===== src/include/dit_consts.vh =====
// Constants for the debug integration and claim-tag block.
// Assumes inclusion by bare name from rtl files; definitions only.
`ifndef DIT_CONSTS_VH
`define DIT_CONSTS_VH

`define DIT_ADDR_W          8
`define DIT_ADR_OUT_DRIVE   8'h00
`define DIT_ADR_IN_SAMPLE   8'h04
`define DIT_ADR_MODE_CTRL   8'h08
`define DIT_ADR_CLAIM_SET   8'h0c
`define DIT_ADR_CLAIM_CLR   8'h10

`define DIT_BIT_MODE_EN     0
`define DIT_BIT_IN_EDBG     0
`define DIT_BIT_IN_IRQ      1
`define DIT_BIT_IN_FIQ      2
`define DIT_BIT_OUT_ACK     0
`define DIT_BIT_OUT_PMU     4
`define DIT_BIT_OUT_RESTART 9

`define DIT_CLAIM_W         8
`define DIT_CLAIM_RESET     8'h00
`define DIT_CLAIM_RAO       8'hff
`define DIT_OUT_RESET       32'h0000_0010
`define DIT_OUT_MASK        32'h0000_0211
`define DIT_MODE_RESET      32'h0000_0000
`define DIT_MODE_MASK       32'h0000_0001

`endif


===== src/rtl/dit_claim_tags.v =====
// Eight claim-tag bits with write-one-to-set and write-one-to-clear ports.
// Assumes one-cycle write pulses synchronous to clk.
`timescale 1ns/1ps
`include "dit_consts.vh"

module dit_claim_tags (
	input  wire                    clk,
	input  wire                    rst,
	input  wire                    set_we,
	input  wire                    clr_we,
	input  wire [`DIT_CLAIM_W-1:0] wdata,
	output reg  [`DIT_CLAIM_W-1:0] tags
);

	always @(posedge clk) begin
		if (rst) begin
			tags <= `DIT_CLAIM_RESET;
		end else if (set_we) begin
			tags <= tags | wdata;
		end else if (clr_we) begin
			tags <= tags & ~wdata;
		end
	end

endmodule // dit_claim_tags


===== src/rtl/dit_pin_mux.v =====
// Output pin multiplexer: functional logic or integration drive values.
// Assumes functional inputs are synchronous to clk; outputs are registered.
`timescale 1ns/1ps

module dit_pin_mux (
	input  wire clk,
	input  wire rst,
	input  wire mode_en,
	input  wire func_dbg_ack,
	input  wire func_pmu_irq,
	input  wire func_restart,
	input  wire it_dbg_ack,
	input  wire it_pmu_irq,
	input  wire it_restart,
	output reg  debug_acknowledge_out,
	output reg  perf_monitor_interrupt,
	output reg  debug_restart_done
);

	always @(posedge clk) begin
		if (rst) begin
			debug_acknowledge_out  <= 1'b0;
			perf_monitor_interrupt <= 1'b0;
			debug_restart_done     <= 1'b0;
		end else if (mode_en) begin
			debug_acknowledge_out  <= it_dbg_ack;
			perf_monitor_interrupt <= it_pmu_irq;
			debug_restart_done     <= it_restart;
		end else begin
			debug_acknowledge_out  <= func_dbg_ack;
			perf_monitor_interrupt <= func_pmu_irq;
			debug_restart_done     <= func_restart;
		end
	end

endmodule // dit_pin_mux


===== src/rtl/dit_debug_integration.v =====
// Debug integration-test controls and claim tags behind a classic Wishbone slave.
// Assumes pins synchronous to clk and a single-cycle classic Wishbone master.
//
// Notes on behaviour
// Input sample register shows fast irq bit2, irq bit1, debug request bit0.
// Mode control bit 0 set selects integration mode; clear is normal.
// Mode control is unreachable from the coprocessor port; only Wishbone reaches it.
// In integration mode software drives outputs and samples inputs via registers.
// Writing ones to claim-set sets those tags; claim-set reads all ones.
// One claim-set write may set several tags together.
// Claim tags affect no other function; pure software storage.
// Debuggers and monitors set claim bits to announce ownership.
// Claim-clear write clears bits written one; reads return current tags.
// Reset clears all eight claim tags.
// Output drive register reaches pins only while mode bit 0 is set.
// With mode clear, pins return to functional logic.
`timescale 1ns/1ps
`include "dit_consts.vh"

module dit_debug_integration (
	input  wire        clk,
	input  wire        rst,
	input  wire        wb_cyc_i,
	input  wire        wb_stb_i,
	input  wire        wb_we_i,
	input  wire [7:0]  wb_adr_i,
	input  wire [3:0]  wb_sel_i,
	input  wire [31:0] wb_dat_i,
	output reg  [31:0] wb_dat_o,
	output reg         wb_ack_o,
	output reg         wb_err_o,
	input  wire        fast_int_req_n,
	input  wire        int_req_n,
	input  wire        ext_debug_request,
	input  wire        func_dbg_ack,
	input  wire        func_pmu_irq,
	input  wire        func_restart,
	output wire        debug_acknowledge_out,
	output wire        perf_monitor_interrupt,
	output wire        debug_restart_done,
	output reg         integration_mode,
	output reg  [7:0]  claim_tags_out
);

	reg  [31:0] integration_output_drive;
	reg  [31:0] integration_mode_control;
	wire [7:0]  claim_tags;
	wire        req;
	wire        hit_out;
	wire        hit_in;
	wire        hit_mode;
	wire        hit_set;
	wire        hit_clr;
	wire        mapped;
	wire        wr;
	wire [31:0] in_sample;
	reg  [31:0] next_rdata;

	// Byte-enable merge used by the mode control and output drive registers
	function [31:0] merge_bytes;
		input [31:0] old;
		input [31:0] nw;
		input [3:0]  sel;
		integer k;
		begin
			merge_bytes = old;
			for (k = 0; k < 4; k = k + 1) begin
				if (sel[k]) begin
					merge_bytes[k*8 +: 8] = nw[k*8 +: 8];
				end
			end
		end
	endfunction

	assign req      = wb_cyc_i & wb_stb_i & ~wb_ack_o & ~wb_err_o;
	assign hit_out  = (wb_adr_i == `DIT_ADR_OUT_DRIVE);
	assign hit_in   = (wb_adr_i == `DIT_ADR_IN_SAMPLE);
	assign hit_mode = (wb_adr_i == `DIT_ADR_MODE_CTRL);
	assign hit_set  = (wb_adr_i == `DIT_ADR_CLAIM_SET);
	assign hit_clr  = (wb_adr_i == `DIT_ADR_CLAIM_CLR);
	assign mapped   = hit_out | hit_in | hit_mode | hit_set | hit_clr;
	assign wr       = req & wb_we_i & mapped;

	// Live pin levels, reserved bits zero
	assign in_sample = {29'h0000_0000, fast_int_req_n, int_req_n, ext_debug_request};

	always @* begin
		next_rdata = 32'h0000_0000;
		if (hit_out) begin
			next_rdata = integration_output_drive;
		end else if (hit_in) begin
			next_rdata = in_sample;
		end else if (hit_mode) begin
			next_rdata = integration_mode_control;
		end else if (hit_set) begin
			next_rdata = {24'h00_0000, `DIT_CLAIM_RAO};
		end else if (hit_clr) begin
			next_rdata = {24'h00_0000, claim_tags};
		end
	end

	always @(posedge clk) begin
		if (rst) begin
			wb_ack_o <= 1'b0;
			wb_err_o <= 1'b0;
			wb_dat_o <= 32'h0000_0000;
		end else begin
			wb_ack_o <= req & mapped;
			wb_err_o <= req & ~mapped;
			if (req & ~wb_we_i & mapped) begin
				wb_dat_o <= next_rdata;
			end
		end
	end

	always @(posedge clk) begin
		if (rst) begin
			integration_mode_control <= `DIT_MODE_RESET;
			integration_output_drive <= `DIT_OUT_RESET;
			integration_mode         <= 1'b0;
			claim_tags_out           <= `DIT_CLAIM_RESET;
		end else begin
			if (wr & hit_mode) begin
				integration_mode_control <= merge_bytes(integration_mode_control,
					wb_dat_i, wb_sel_i) & `DIT_MODE_MASK;
			end
			if (wr & hit_out) begin
				integration_output_drive <= merge_bytes(integration_output_drive,
					wb_dat_i, wb_sel_i) & `DIT_OUT_MASK;
			end
			integration_mode <= integration_mode_control[`DIT_BIT_MODE_EN];
			claim_tags_out   <= claim_tags;
		end
	end

	dit_claim_tags u_claim (
		.clk    (clk),
		.rst    (rst),
		.set_we (wr & hit_set & wb_sel_i[0]),
		.clr_we (wr & hit_clr & wb_sel_i[0]),
		.wdata  (wb_dat_i[7:0]),
		.tags   (claim_tags)
	);

	dit_pin_mux u_mux (
		.clk                    (clk),
		.rst                    (rst),
		.mode_en                (integration_mode_control[`DIT_BIT_MODE_EN]),
		.func_dbg_ack           (func_dbg_ack),
		.func_pmu_irq           (func_pmu_irq),
		.func_restart           (func_restart),
		.it_dbg_ack             (integration_output_drive[`DIT_BIT_OUT_ACK]),
		.it_pmu_irq             (integration_output_drive[`DIT_BIT_OUT_PMU]),
		.it_restart             (integration_output_drive[`DIT_BIT_OUT_RESTART]),
		.debug_acknowledge_out  (debug_acknowledge_out),
		.perf_monitor_interrupt (perf_monitor_interrupt),
		.debug_restart_done     (debug_restart_done)
	);

endmodule // dit_debug_integration


===== config.mk =====
export PLATFORM = sky130hd
export DESIGN_NAME = dit_debug_integration
export DESIGN_NICKNAME = d
export VERILOG_FILES = /design/src/rtl/dit_claim_tags.v /design/src/rtl/dit_pin_mux.v /design/src/rtl/dit_debug_integration.v
export VERILOG_INCLUDE_DIRS = /design/src /design/src/include
export SDC_FILE = /design/constraint.sdc
export NUM_CORES = 1
export LEC_CHECK = 0
export ABC_AREA = 1
export BUFFER_PORTS_ARGS = -buffer_cell sky130_fd_sc_hd__buf_2
export CAP_MARGIN = 20
export CORE_ASPECT_RATIO = 0.75
export CORE_MARGIN = 5
export CORE_UTILIZATION = 47
export CTS_CLUSTER_DIAMETER = 40
export DETAILED_ROUTE_END_ITERATION = 10
export PLACE_DENSITY = 0.95
export SYNTH_ARGS = -nofsm -noshare
export SYNTH_HDL_FRONTEND = slang
export SYNTH_HIERARCHICAL = 1
export SYNTH_SLANG_ARGS = --single-unit

===== constraint.sdc =====
create_clock -name clk -period 2.6 [get_ports clk]
set_input_delay 0.39 -clock clk [delete_from_list [all_inputs] [get_ports clk]]
set_output_delay 0.39 -clock clk [all_outputs]
set_load 0.02 [all_outputs]

==> reports/metrics.cfg, run 1 <==
[run_status]
status = finished clean

[placed_design]
routabilityCongestion = 0.840
hpwlAfterDp_um = 2980
port-buffer-count = 52

[clock_tree]
cts_hold_buffers = 0
clock_tree_from_tritoncts = done
cts.path.max_buffers = 2
worst_setup_hold_path_clk_slew_ns = 0.06
cts-htree-levels = 2
clockRootBuffer = sky130_fd_sc_hd__clkbuf_8
worstSkewPairLatency_ns = 0.28
clock_sink_count = 35
cts_repair_resize_count = 0
cts_made_buffers = 5
post-cts-setup-buffer-count = 0

[finish]
final_nets = 352
area_overhead_of_the_layout_relative_to_synthesis_pct = 17.3
filler_cell_count = 362
final_core_util_pct = 56.7
fraction_of_layout_cells_with_a_size_suffix_above_1_pct = 26.3
antenna-diode-count = 0

[pwr]
internal-power_w = 0.000773
leak_pwr_nw = 0.936
pwr_density_cell_nw_per_um2 = 501
total_switching_power_w = 0.000254
vdd_ir_drop_max_mv = 0.255
pwr-share-comb_pct = 9.9
clock_power_share_pct = 37.5
swShare_pct = 24.7
seqPwrFrac_pct = 52.6

[global_route]
total_gr_overflow = 0
grt_pass1_wl_um = 6130
grt.total_usage_pct = 15.4
grt_start_max_net_pins = 34
initial_antenna_violation_count = 0
first_global_vias = 1376

[logic_synthesis]
synth_enable_flop_cells = 0
synthCells = 244
netlist_cell_types = 27
synth_compound_gate_area_share_pct = 10.4
synth_simple_gate_area_share_pct = 31.5
ys_ff_latch = 35
synth.yosys.seq_area_share_pct = 40.1
synth_adder_area_share_pct = 0
synth.cells.most_frequent = 61 x sky130_fd_sc_hd__nand2_1, 35 x sky130_fd_sc_hd__dfxtp_1, 29 x sky130_fd_sc_hd__nor2_1
synth_top_cell_by_area = sky130_fd_sc_hd__dfxtp_1
synth_top_family_by_area = simple AND/OR/NAND/NOR gates
synthArstFlopShare_pct = 0
mean_instance_size_in_the_synthesized_netlist_sq_um = 7.16
mappedNetlistArea_sq_um = 1750
synth-xor-area-share_pct = 0
synth-warning-count = 6
synth_ff_type = sky130_fd_sc_hd__dfxtp_1
synth.top_cell.area_share_pct = 40.1
yosysMostFrequentCell = sky130_fd_sc_hd__nand2_1
yosys-top-cells-area = sky130_fd_sc_hd__dfxtp_1 40%, sky130_fd_sc_hd__nand2_1 13%, sky130_fd_sc_hd__buf_4 9.9%
fraction_of_synthesized_area_in_multiplexers_pct = 0

[setup_path]
max_stage_delay_ns = 0.46
critical_path.top_delay_family = simple AND/OR/NAND/NOR gates
reg2reg_from = wb_ack_o
timing.critical_path.cells = buf_2 -> nor2_2 -> nand2_2 -> inv_2 -> nand2_4 -> nand2_4 -> nand4_1 -> nor2_1 -> nand2_1 -> nand2_1 -> a21oi_1
worst-endpoint-required_ns = 2.74
crit_start = wb_adr_i[2]
critPathSlowestCell = sky130_fd_sc_hd__nor2_1
path_max_fanout = 8
cp-start-kind = primary input
setup.worst_path.end_class = register
worstSetupPathType = primary input to register
cp.buffers_inverters = 2
worst_ep_arrival_time_ns = 1.88

[detailed_routing]
detail_route.vias_per_cell = 4.51
drt_pass1_iterations = 4
route.detailed.drc = 0
ant_nets = 0
totalWireLength_um = 3780
drt_iter0_markers = 95
wl_per_cell_um = 10.8
detailroute.via_count = 1575

[sta]
tightest_slew_ns = 0.606
timing.final.crit_period_ns = 1.73
fin_setup_tns_ns = 0
final_max_slew_viol_count = 0
finalClockSkew_ns = 0.00140
post-route-period-util_pct = 66.7
unrepaired_setup_endpoints_after_global_routing = false
final-hold-violation-count = 0
timing.slew.headroom_pct = 59.6
clock.fmax_mhz = 577
report.final.setup_viol = 0
hold_slack_ns = 0.329

[floorplan]
io_pins = 101
dieWidth_um = 80.4
core.rowCount = 19
start_util_pct = 48.4
die_footprint_sq_um = 5050
die_span_in_y_um = 62.8
core_area_sq_um = 3610

[job]
max_cap_viol_count = 0

[worst_hold_path]
holdCritPathClass = primary input to register
hp-start = func_dbg_ack

-- cell usage in the layout, fill, tap and decap left out, drive strengths merged --
cell type,n
nor3,4
o211ai,1
clkinv,2
nand2,65
inv,29
nand3,10
a21oi,23
nand4,4
nand3b,1
o21ai,8
nor2,34
clkbuf,6
conb,23
buf,52
dfxtp,35
-- path summary, 6_finish.rpt --
kind                                                     to  slack, ns  cells after the start
worst max register to register                     register       0.95                      6
worst min-delay path            u_mux/debug_acknowledge_out       0.33                      3
worst max-delay path                               register       0.87                     11
worst min register to register            claim_tags_out[6]       0.45                      2
-- worst min-delay path, delay by kind of cell --
family                 cells  cell delay, ns
AND/OR/NAND/NOR            2            0.11
buffers and inverters      1            0.08
-- final cells by class --
class	instances	area, sq um	area share, %
Tap cell	52	65.1	3.17
Sequential cell	35	701	34.2
Clock inverter	1	5.00	0.244
Timing Repair Buffer	52	260	12.7
Inverter	30	118	5.74
Clock buffer	6	82.6	4.03
Multi-Input combinational cell	173	818	39.9
-- power by group through the flow --
stage          sequential, W  clock, W  combinational, W
2_1_floorplan       0.000557         0         0.0000846
3_3_place_gp        0.000552         0         0.0000979
4_1_cts             0.000540  0.000398          0.000101
6_report            0.000540  0.000385          0.000102
3_5_place_dp        0.000553         0          0.000101
5_1_grt             0.000540  0.000428          0.000112
-- metrics by stage --
stage	power (W)	instances	cell area, sq um	setup WS, ns
floorplan	0.000641	266	1830	1.18
global placement	0.000650	342	1960	0.654
detailed placement	0.000653	342	1960	0.603
CTS	0.00104	349	2050	0.906
global route	0.00108	349	2050	0.703
finish	0.00103	349	2050	0.866
-- metal layers --
layer / part of all wire [%] / wire [um] / vias to the layer above / GRT usage, %
met1: 43 / 1610 / 690 / 19.0
met5: 0 / 0 / - / 0
met4: 2.2 / 82 / 0 / 6.75
met3: 9.6 / 364 / 8 / 5.33
met2: 46 / 1730 / 60 / 24.1
li1: - / - / 817 / -
-- cells by family (layout without fill, tap and decap cells) --
logic type | Yosys count | count (layout)
compound gates | 32 | 32
buf+inv | 58 | 89
flops | 35 | 35
other cells | 1 | 23
simple gates | 118 | 118
Note: power is estimated with default switching activity, not from simulation.
==> inputs of run 2 (changes only) <==
--- a/config.mk
+++ b/config.mk
@@ -11,10 +11,10 @@
 export CAP_MARGIN = 20
 export CORE_ASPECT_RATIO = 0.75
 export CORE_MARGIN = 5
-export CORE_UTILIZATION = 47
+export CORE_UTILIZATION = 39
 export CTS_CLUSTER_DIAMETER = 40
 export DETAILED_ROUTE_END_ITERATION = 10
-export PLACE_DENSITY = 0.95
+export PLACE_DENSITY = 0.86
 export SYNTH_ARGS = -nofsm -noshare
 export SYNTH_HDL_FRONTEND = slang
 export SYNTH_HIERARCHICAL = 1
==> constraint.sdc (replaced) <==
create_clock -name clk -period 1.5 [get_ports clk]
set_input_delay 0.225 -clock clk [delete_from_list [all_inputs] [get_ports clk]]
set_output_delay 0.225 -clock clk [all_outputs]
set_load 0.02 [all_outputs]
==> reports/metrics.cfg, run 2 (synthesis results as in run 1) <==
[run_status]
status = finished clean  ; unchanged

[sta]
timing.final.ws_setup_ns = 0.140  ; was 0.866 ns
hold_slack_ns = 0.152  ; was 0.329 ns
final_max_slew_viol_count = 0  ; unchanged
clock.fmax_mhz = 735
finalClockSkew_ns = 0.00644  ; was 0.00140 ns
post-route-period-util_pct = 90.7
final-hold-violation-count = 0  ; unchanged
timing.final.crit_period_ns = 1.36
unrepaired_setup_endpoints_after_global_routing = false  ; unchanged
report.final.setup_viol = 0  ; unchanged

[setup_path]
worstSetupPathType = register to register  ; was primary input to register
worst-endpoint-required_ns = 1.71  ; was 2.74 ns
cp-start-kind = register  ; was primary input
setup.worst_path.end_class = register  ; unchanged
timing.critical_path.cells = nor3_4 -> nand4_1 -> nor2_1 -> buf_4 -> nand2_1 -> a21oi_1  ; was buf_2 -> nor2_2 -> nand2_2 -> inv_2 -> nand2_4 -> nand2_4 -> nand4_1 -> nor2_1 -> nand2_1 -> nand2_1 -> a21oi_1
critical_path.top_delay_family = simple AND/OR/NAND/NOR gates  ; unchanged
ff2ff_path_depth = 6  ; unchanged
crit_start = wb_ack_o  ; was wb_adr_i[2]
critPathSlowestCell = sky130_fd_sc_hd__dfxtp_1  ; was sky130_fd_sc_hd__nor2_1
worst_ep_arrival_time_ns = 1.57  ; was 1.88 ns
path_max_fanout = 6  ; was 8
max_stage_delay_ns = 0.35  ; was 0.46 ns
cp.buffers_inverters = 1  ; was 2
ff2ff_setup_slack_ns = 0.14  ; was 0.95 ns
reg2reg_from = wb_ack_o  ; unchanged

[floorplan]
core_area_sq_um = 4390  ; was 3610 sq um
die_span_in_y_um = 68.0  ; was 62.8 um
io_pins = 101  ; unchanged
dieWidth_um = 87.3  ; was 80.4 um
die_footprint_sq_um = 5930  ; was 5050 sq um
core.rowCount = 21  ; was 19
start_util_pct = 39.8  ; was 48.4%

[pwr]
p_total_w = 0.00199  ; was 0.00103 W
total_switching_power_w = 0.000466  ; was 0.000254 W
leak_pwr_nw = 1.01  ; was 0.936 nW
swShare_pct = 23.4  ; was 24.7%
internal-power_w = 0.00152  ; was 0.000773 W
seqPwrFrac_pct = 47.0  ; was 52.6%
pwr_density_cell_nw_per_um2 = 918  ; was 501 nW/um^2
pwr-share-comb_pct = 9.2  ; was 9.9%
vdd_ir_drop_max_mv = 0.506  ; was 0.255 mV
clock_power_share_pct = 43.7  ; was 37.5%

[clock_tree]
clock_tree_from_tritoncts = done  ; unchanged
worstSkewPairLatency_ns = 0.29  ; was 0.28 ns
cts-htree-levels = 2  ; unchanged
clock_sink_count = 35  ; unchanged
worst_setup_hold_path_clk_slew_ns = 0.07  ; was 0.06 ns
cts.path.max_buffers = 2  ; unchanged
cts_hold_buffers = 0  ; unchanged
post-cts-setup-buffer-count = 0  ; unchanged
clockRootBuffer = sky130_fd_sc_hd__clkbuf_8  ; unchanged
cts_repair_resize_count = 0  ; unchanged
cts_made_buffers = 5  ; unchanged

[global_route]
grt_pass1_wl_um = 6320  ; was 6130 um
total_gr_overflow = 0  ; unchanged
first_global_vias = 1448  ; was 1376
initial_antenna_violation_count = 0  ; unchanged
grt.total_usage_pct = 13.7  ; was 15.4%
grt_start_max_net_pins = 24  ; was 34

[finish]
final-seq-area_sq_um = 701  ; unchanged
layout.cells.most_common_list = 61 x sky130_fd_sc_hd__nand2_1, 52 x sky130_fd_sc_hd__buf_2, 35 x sky130_fd_sc_hd__dfxtp_1  ; unchanged
area_overhead_of_the_layout_relative_to_synthesis_pct = 24.1  ; was 17.3%
multi_input_area_sq_um = 818  ; unchanged
antenna-diode-count = 0  ; unchanged
layout_commonest_cell = sky130_fd_sc_hd__nand2_1  ; unchanged
filler_cell_count = 433  ; was 362
final_nets = 363  ; was 352
fraction_of_layout_cells_with_a_size_suffix_above_1_pct = 29.1  ; was 26.3%

[detailed_routing]
detailroute.via_count = 1650  ; was 1575
drt_iter0_markers = 51  ; was 95
detail_route.vias_per_cell = 4.51  ; about the same
ant_nets = 0  ; unchanged
wl_per_cell_um = 11.1  ; was 10.8 um
totalWireLength_um = 4050  ; was 3780 um
drt_pass1_iterations = 4  ; unchanged
route.detailed.drc = 0  ; unchanged

[placed_design]
port-buffer-count = 52  ; unchanged
routabilityCongestion = 0.773  ; was 0.840
hpwlAfterDp_um = 3270  ; was 2980 um
preCtsSetupSlack_ns = -0.0171  ; was 0.603 ns

[worst_hold_path]
worst_hold_path.num_cells = 3  ; unchanged
worstHoldEndpoint = u_mux/debug_acknowledge_out  ; unchanged
holdCritPathClass = primary input to register  ; unchanged
hp-start = func_dbg_ack  ; unchanged

[job]
max_cap_viol_count = 0  ; unchanged

==> run 2: per-layer routing <==
metal,global-route usage (%),vias to the layer above,wire [um]
met2,21.2,64,1830
met5,0,-,0
met3,5.17,5,410
li1,-,839,-
met4,6.51,0,55
met1,17.0,742,1750
==> run 2: tightest hold or removal path: cells and delay by family <==
| family | cells | cell delay, ns |
|---|---|---|
| buf+inv | 1 | 0.08 |
| simple gates | 2 | 0.11 |
==> run 2: through the flow <==
step	cells	util (%)	cell area, sq um	TNS (ns)
3_5_place_dp	358	46.7	2050	-0.0280
6_report	366	49.4	2170	0
5_1_grt	366	49.4	2170	0
3_3_place_gp	358	46.7	2050	0
4_1_cts	366	49.4	2170	0
2_1_floorplan	266	-	1830	0
==> run 2: power groups by stage <==
| stage | clock (W) | combinational [W] | sequential [W] |
|---|---|---|---|
| after floorplan | 0 | 0.000147 | 0.000965 |
| after global placement | 0 | 0.000179 | 0.000958 |
| after detailed placement | 0 | 0.000182 | 0.000958 |
| after CTS | 0.000890 | 0.000183 | 0.000936 |
| after global routing | 0.000940 | 0.000203 | 0.000936 |
| final | 0.000870 | 0.000184 | 0.000937 |
==> run 2: final cells by class <==
cell class                      count  area share (%)
Multi-Input combinational cell    173            37.7
Clock buffer                        6            3.81
Inverter                           30            5.42
Sequential cell                    35            32.3
Timing Repair Buffer               63            15.8
Tap cell                           57            3.29
Clock inverter                      2            1.62
==> run 2: how the worst max path moves through the flow <==
stage	to	slack [ns]	cells after the start
4_1_cts	register	0.17	6
2_1_floorplan	register	0.17	7
3_3_place_gp	register	0.06	12
6_report	register	0.14	6
5_1_grt	register	0.01	6
3_5_place_dp	register	-0.02	9
==> inputs of run 3 (changes only) <==
--- a/config.mk
+++ b/config.mk
@@ -9,7 +9,6 @@
 export ABC_AREA = 1
 export BUFFER_PORTS_ARGS = -buffer_cell sky130_fd_sc_hd__buf_2
 export CAP_MARGIN = 20
-export CORE_ASPECT_RATIO = 0.75
 export CORE_MARGIN = 5
 export CORE_UTILIZATION = 39
 export CTS_CLUSTER_DIAMETER = 40
==> reports/metrics.cfg, run 3 (synthesis results as in run 1) <==
[finish]
area_overhead_of_the_layout_relative_to_synthesis_pct = 22.0  ; was 24.1%
layout.cells.most_common_list = 61 x sky130_fd_sc_hd__nand2_1, 52 x sky130_fd_sc_hd__buf_2, 35 x sky130_fd_sc_hd__dfxtp_1  ; unchanged
final_nets = 361  ; was 363
final_area_sq_um = 2130  ; was 2170 sq um
antenna-diode-count = 0  ; unchanged
fraction_of_layout_cells_with_a_size_suffix_above_1_pct = 28.7  ; was 29.1%
layout_commonest_cell = sky130_fd_sc_hd__nand2_1  ; unchanged
filler_cell_count = 415  ; was 433

[setup_path]
worst_ep_arrival_time_ns = 1.51  ; was 1.57 ns
critPathSlowestCell = sky130_fd_sc_hd__dfxtp_1  ; unchanged
max_stage_delay_ns = 0.34  ; was 0.35 ns
worst-endpoint-required_ns = 1.71  ; about the same
ff2ff_setup_slack_ns = 0.20  ; was 0.14 ns
reg2reg_from = wb_ack_o  ; unchanged
worstSetupPathType = register to register  ; unchanged
cp-start-kind = register  ; unchanged
timing.critical_path.cells = nor3_4 -> nand4_1 -> nor2_1 -> buf_4 -> nand2_1 -> a21oi_1  ; unchanged
ff2ff_path_depth = 6  ; unchanged
path_max_fanout = 6  ; unchanged
setup.worst_path.end_class = register  ; unchanged

[sta]
unrepaired_setup_endpoints_after_global_routing = false  ; unchanged
fin_setup_tns_ns = 0  ; unchanged
post-route-period-util_pct = 86.9  ; was 90.7%
timing.final.ws_setup_ns = 0.197  ; was 0.140 ns
final_max_slew_viol_count = 0  ; unchanged
clock.fmax_mhz = 767  ; was 735 MHz
hold_slack_ns = 0.154  ; was 0.152 ns
timing.final.crit_period_ns = 1.30  ; was 1.36 ns
finalClockSkew_ns = 0.00543  ; was 0.00644 ns
report.final.setup_viol = 0  ; unchanged
final-hold-violation-count = 0  ; unchanged

[clock_tree]
clockRootBuffer = sky130_fd_sc_hd__clkbuf_8  ; unchanged
post-cts-setup-buffer-count = 0  ; unchanged
cts-htree-levels = 2  ; unchanged
cts.path.max_buffers = 2  ; unchanged
cts_hold_buffers = 0  ; unchanged
clock_sink_count = 35  ; unchanged
cts_made_buffers = 5  ; unchanged
worst_setup_hold_path_clk_slew_ns = 0.07  ; about the same
cts_repair_resize_count = 0  ; unchanged
clock_tree_from_tritoncts = done  ; unchanged
worstSkewPairLatency_ns = 0.29  ; about the same

[pwr]
pwr_density_cell_nw_per_um2 = 878  ; was 918 nW/um^2
leak_pwr_nw = 0.986  ; was 1.01 nW
vdd_ir_drop_max_mv = 0.363  ; was 0.506 mV
p_total_w = 0.00187  ; was 0.00199 W

[detailed_routing]
detail_route.vias_per_cell = 4.59  ; was 4.51
totalWireLength_um = 4010  ; was 4050 um
detailroute.via_count = 1649  ; was 1650
ant_nets = 0  ; unchanged
drt_pass1_iterations = 4  ; unchanged
wl_per_cell_um = 11.2  ; was 11.1 um
route.detailed.drc = 0  ; unchanged
drt_iter0_markers = 95  ; was 51

[floorplan]
dieWidth_um = 76.9  ; was 87.3 um
die_span_in_y_um = 76.9  ; was 68.0 um
core.rowCount = 24  ; was 21
core_area_sq_um = 4350  ; was 4390 sq um
die_footprint_sq_um = 5920  ; was 5930 sq um
io_pins = 101  ; unchanged
start_util_pct = 40.1  ; was 39.8%

[job]
max_cap_viol_count = 0  ; unchanged

[run_status]
status = finished clean  ; unchanged

[placed_design]
port-buffer-count = 52  ; unchanged
preCtsSetupSlack_ns = -0.0138  ; was -0.0171 ns
postPlaceCellArea_sq_um = 2030  ; was 2050 sq um
hpwlAfterDp_um = 3160  ; was 3270 um
routabilityCongestion = 0.770  ; was 0.773

[worst_hold_path]
worst_hold_path.num_cells = 3  ; unchanged
worstHoldEndpoint = u_mux/perf_monitor_interrupt  ; was u_mux/debug_acknowledge_out
hp-start = func_pmu_irq  ; was func_dbg_ack
holdCritPathClass = primary input to register  ; unchanged

[global_route]
first_global_vias = 1509  ; was 1448
total_gr_overflow = 0  ; unchanged
initial_antenna_violation_count = 0  ; unchanged
grt_pass1_wl_um = 6530  ; was 6320 um
grt_start_max_net_pins = 28  ; was 24
grt.total_usage_pct = 13.3  ; was 13.7%

==> run 3: worst max-delay path by stage <==
stage	startpoint	slack (ns)	end	cells past startpoint
3_3_place_gp	wb_adr_i[1]	0.04	register	12
4_1_cts	wb_ack_o	0.20	register	6
6_report	wb_ack_o	0.20	register	6
2_1_floorplan	wb_ack_o	0.17	register	7
3_5_place_dp	wb_adr_i[5]	-0.01	register	9
5_1_grt	wb_ack_o	0.10	integration_output_drive[4]	7
==> run 3: power breakdown <==
group	internal [W]	switching, W	total (W)
Sequential	0.000934	0.00000213	0.000936
Clock	0.000417	0.000337	0.000755
Combinational	0.0000505	0.000131	0.000182
==> run 3: worst max-delay path: cells and delay by family, from the launching register on <==
| family | cells | cell delay, ns |
|---|---|---|
| buffers and inverters | 1 | 0.17 |
| and+or+nand+nor | 4 | 0.56 |
| AOI/OAI and AO/OA | 1 | 0.16 |
| DFF | 1 | 0.34 |
==> run 3: through the flow <==
step	instances	utilization, %
6_report	359	49.0
4_1_cts	359	49.0
3_5_place_dp	351	46.6
5_1_grt	359	49.0
2_1_floorplan	266	-
3_3_place_gp	351	46.6
==> run 3: layout make-up <==
cell class	instances	area, sq um	area share [%]
well taps	52	65.1	3.05
clock buffers	7	96.3	4.52
repair buffers	61	328	15.4
clock inverters	1	7.51	0.352
inverters	30	118	5.51
multi-input cells	173	818	38.4
flip-flops and latches	35	701	32.8
==> run 3: metal layers <==
layer,vias up,GRT usage [%],part of all wire (%)
met3,12,3.98,8.2
met2,62,22.8,50
met5,-,0,0
met1,743,14.4,39
li1,832,-,-
met4,0,7.69,2.7
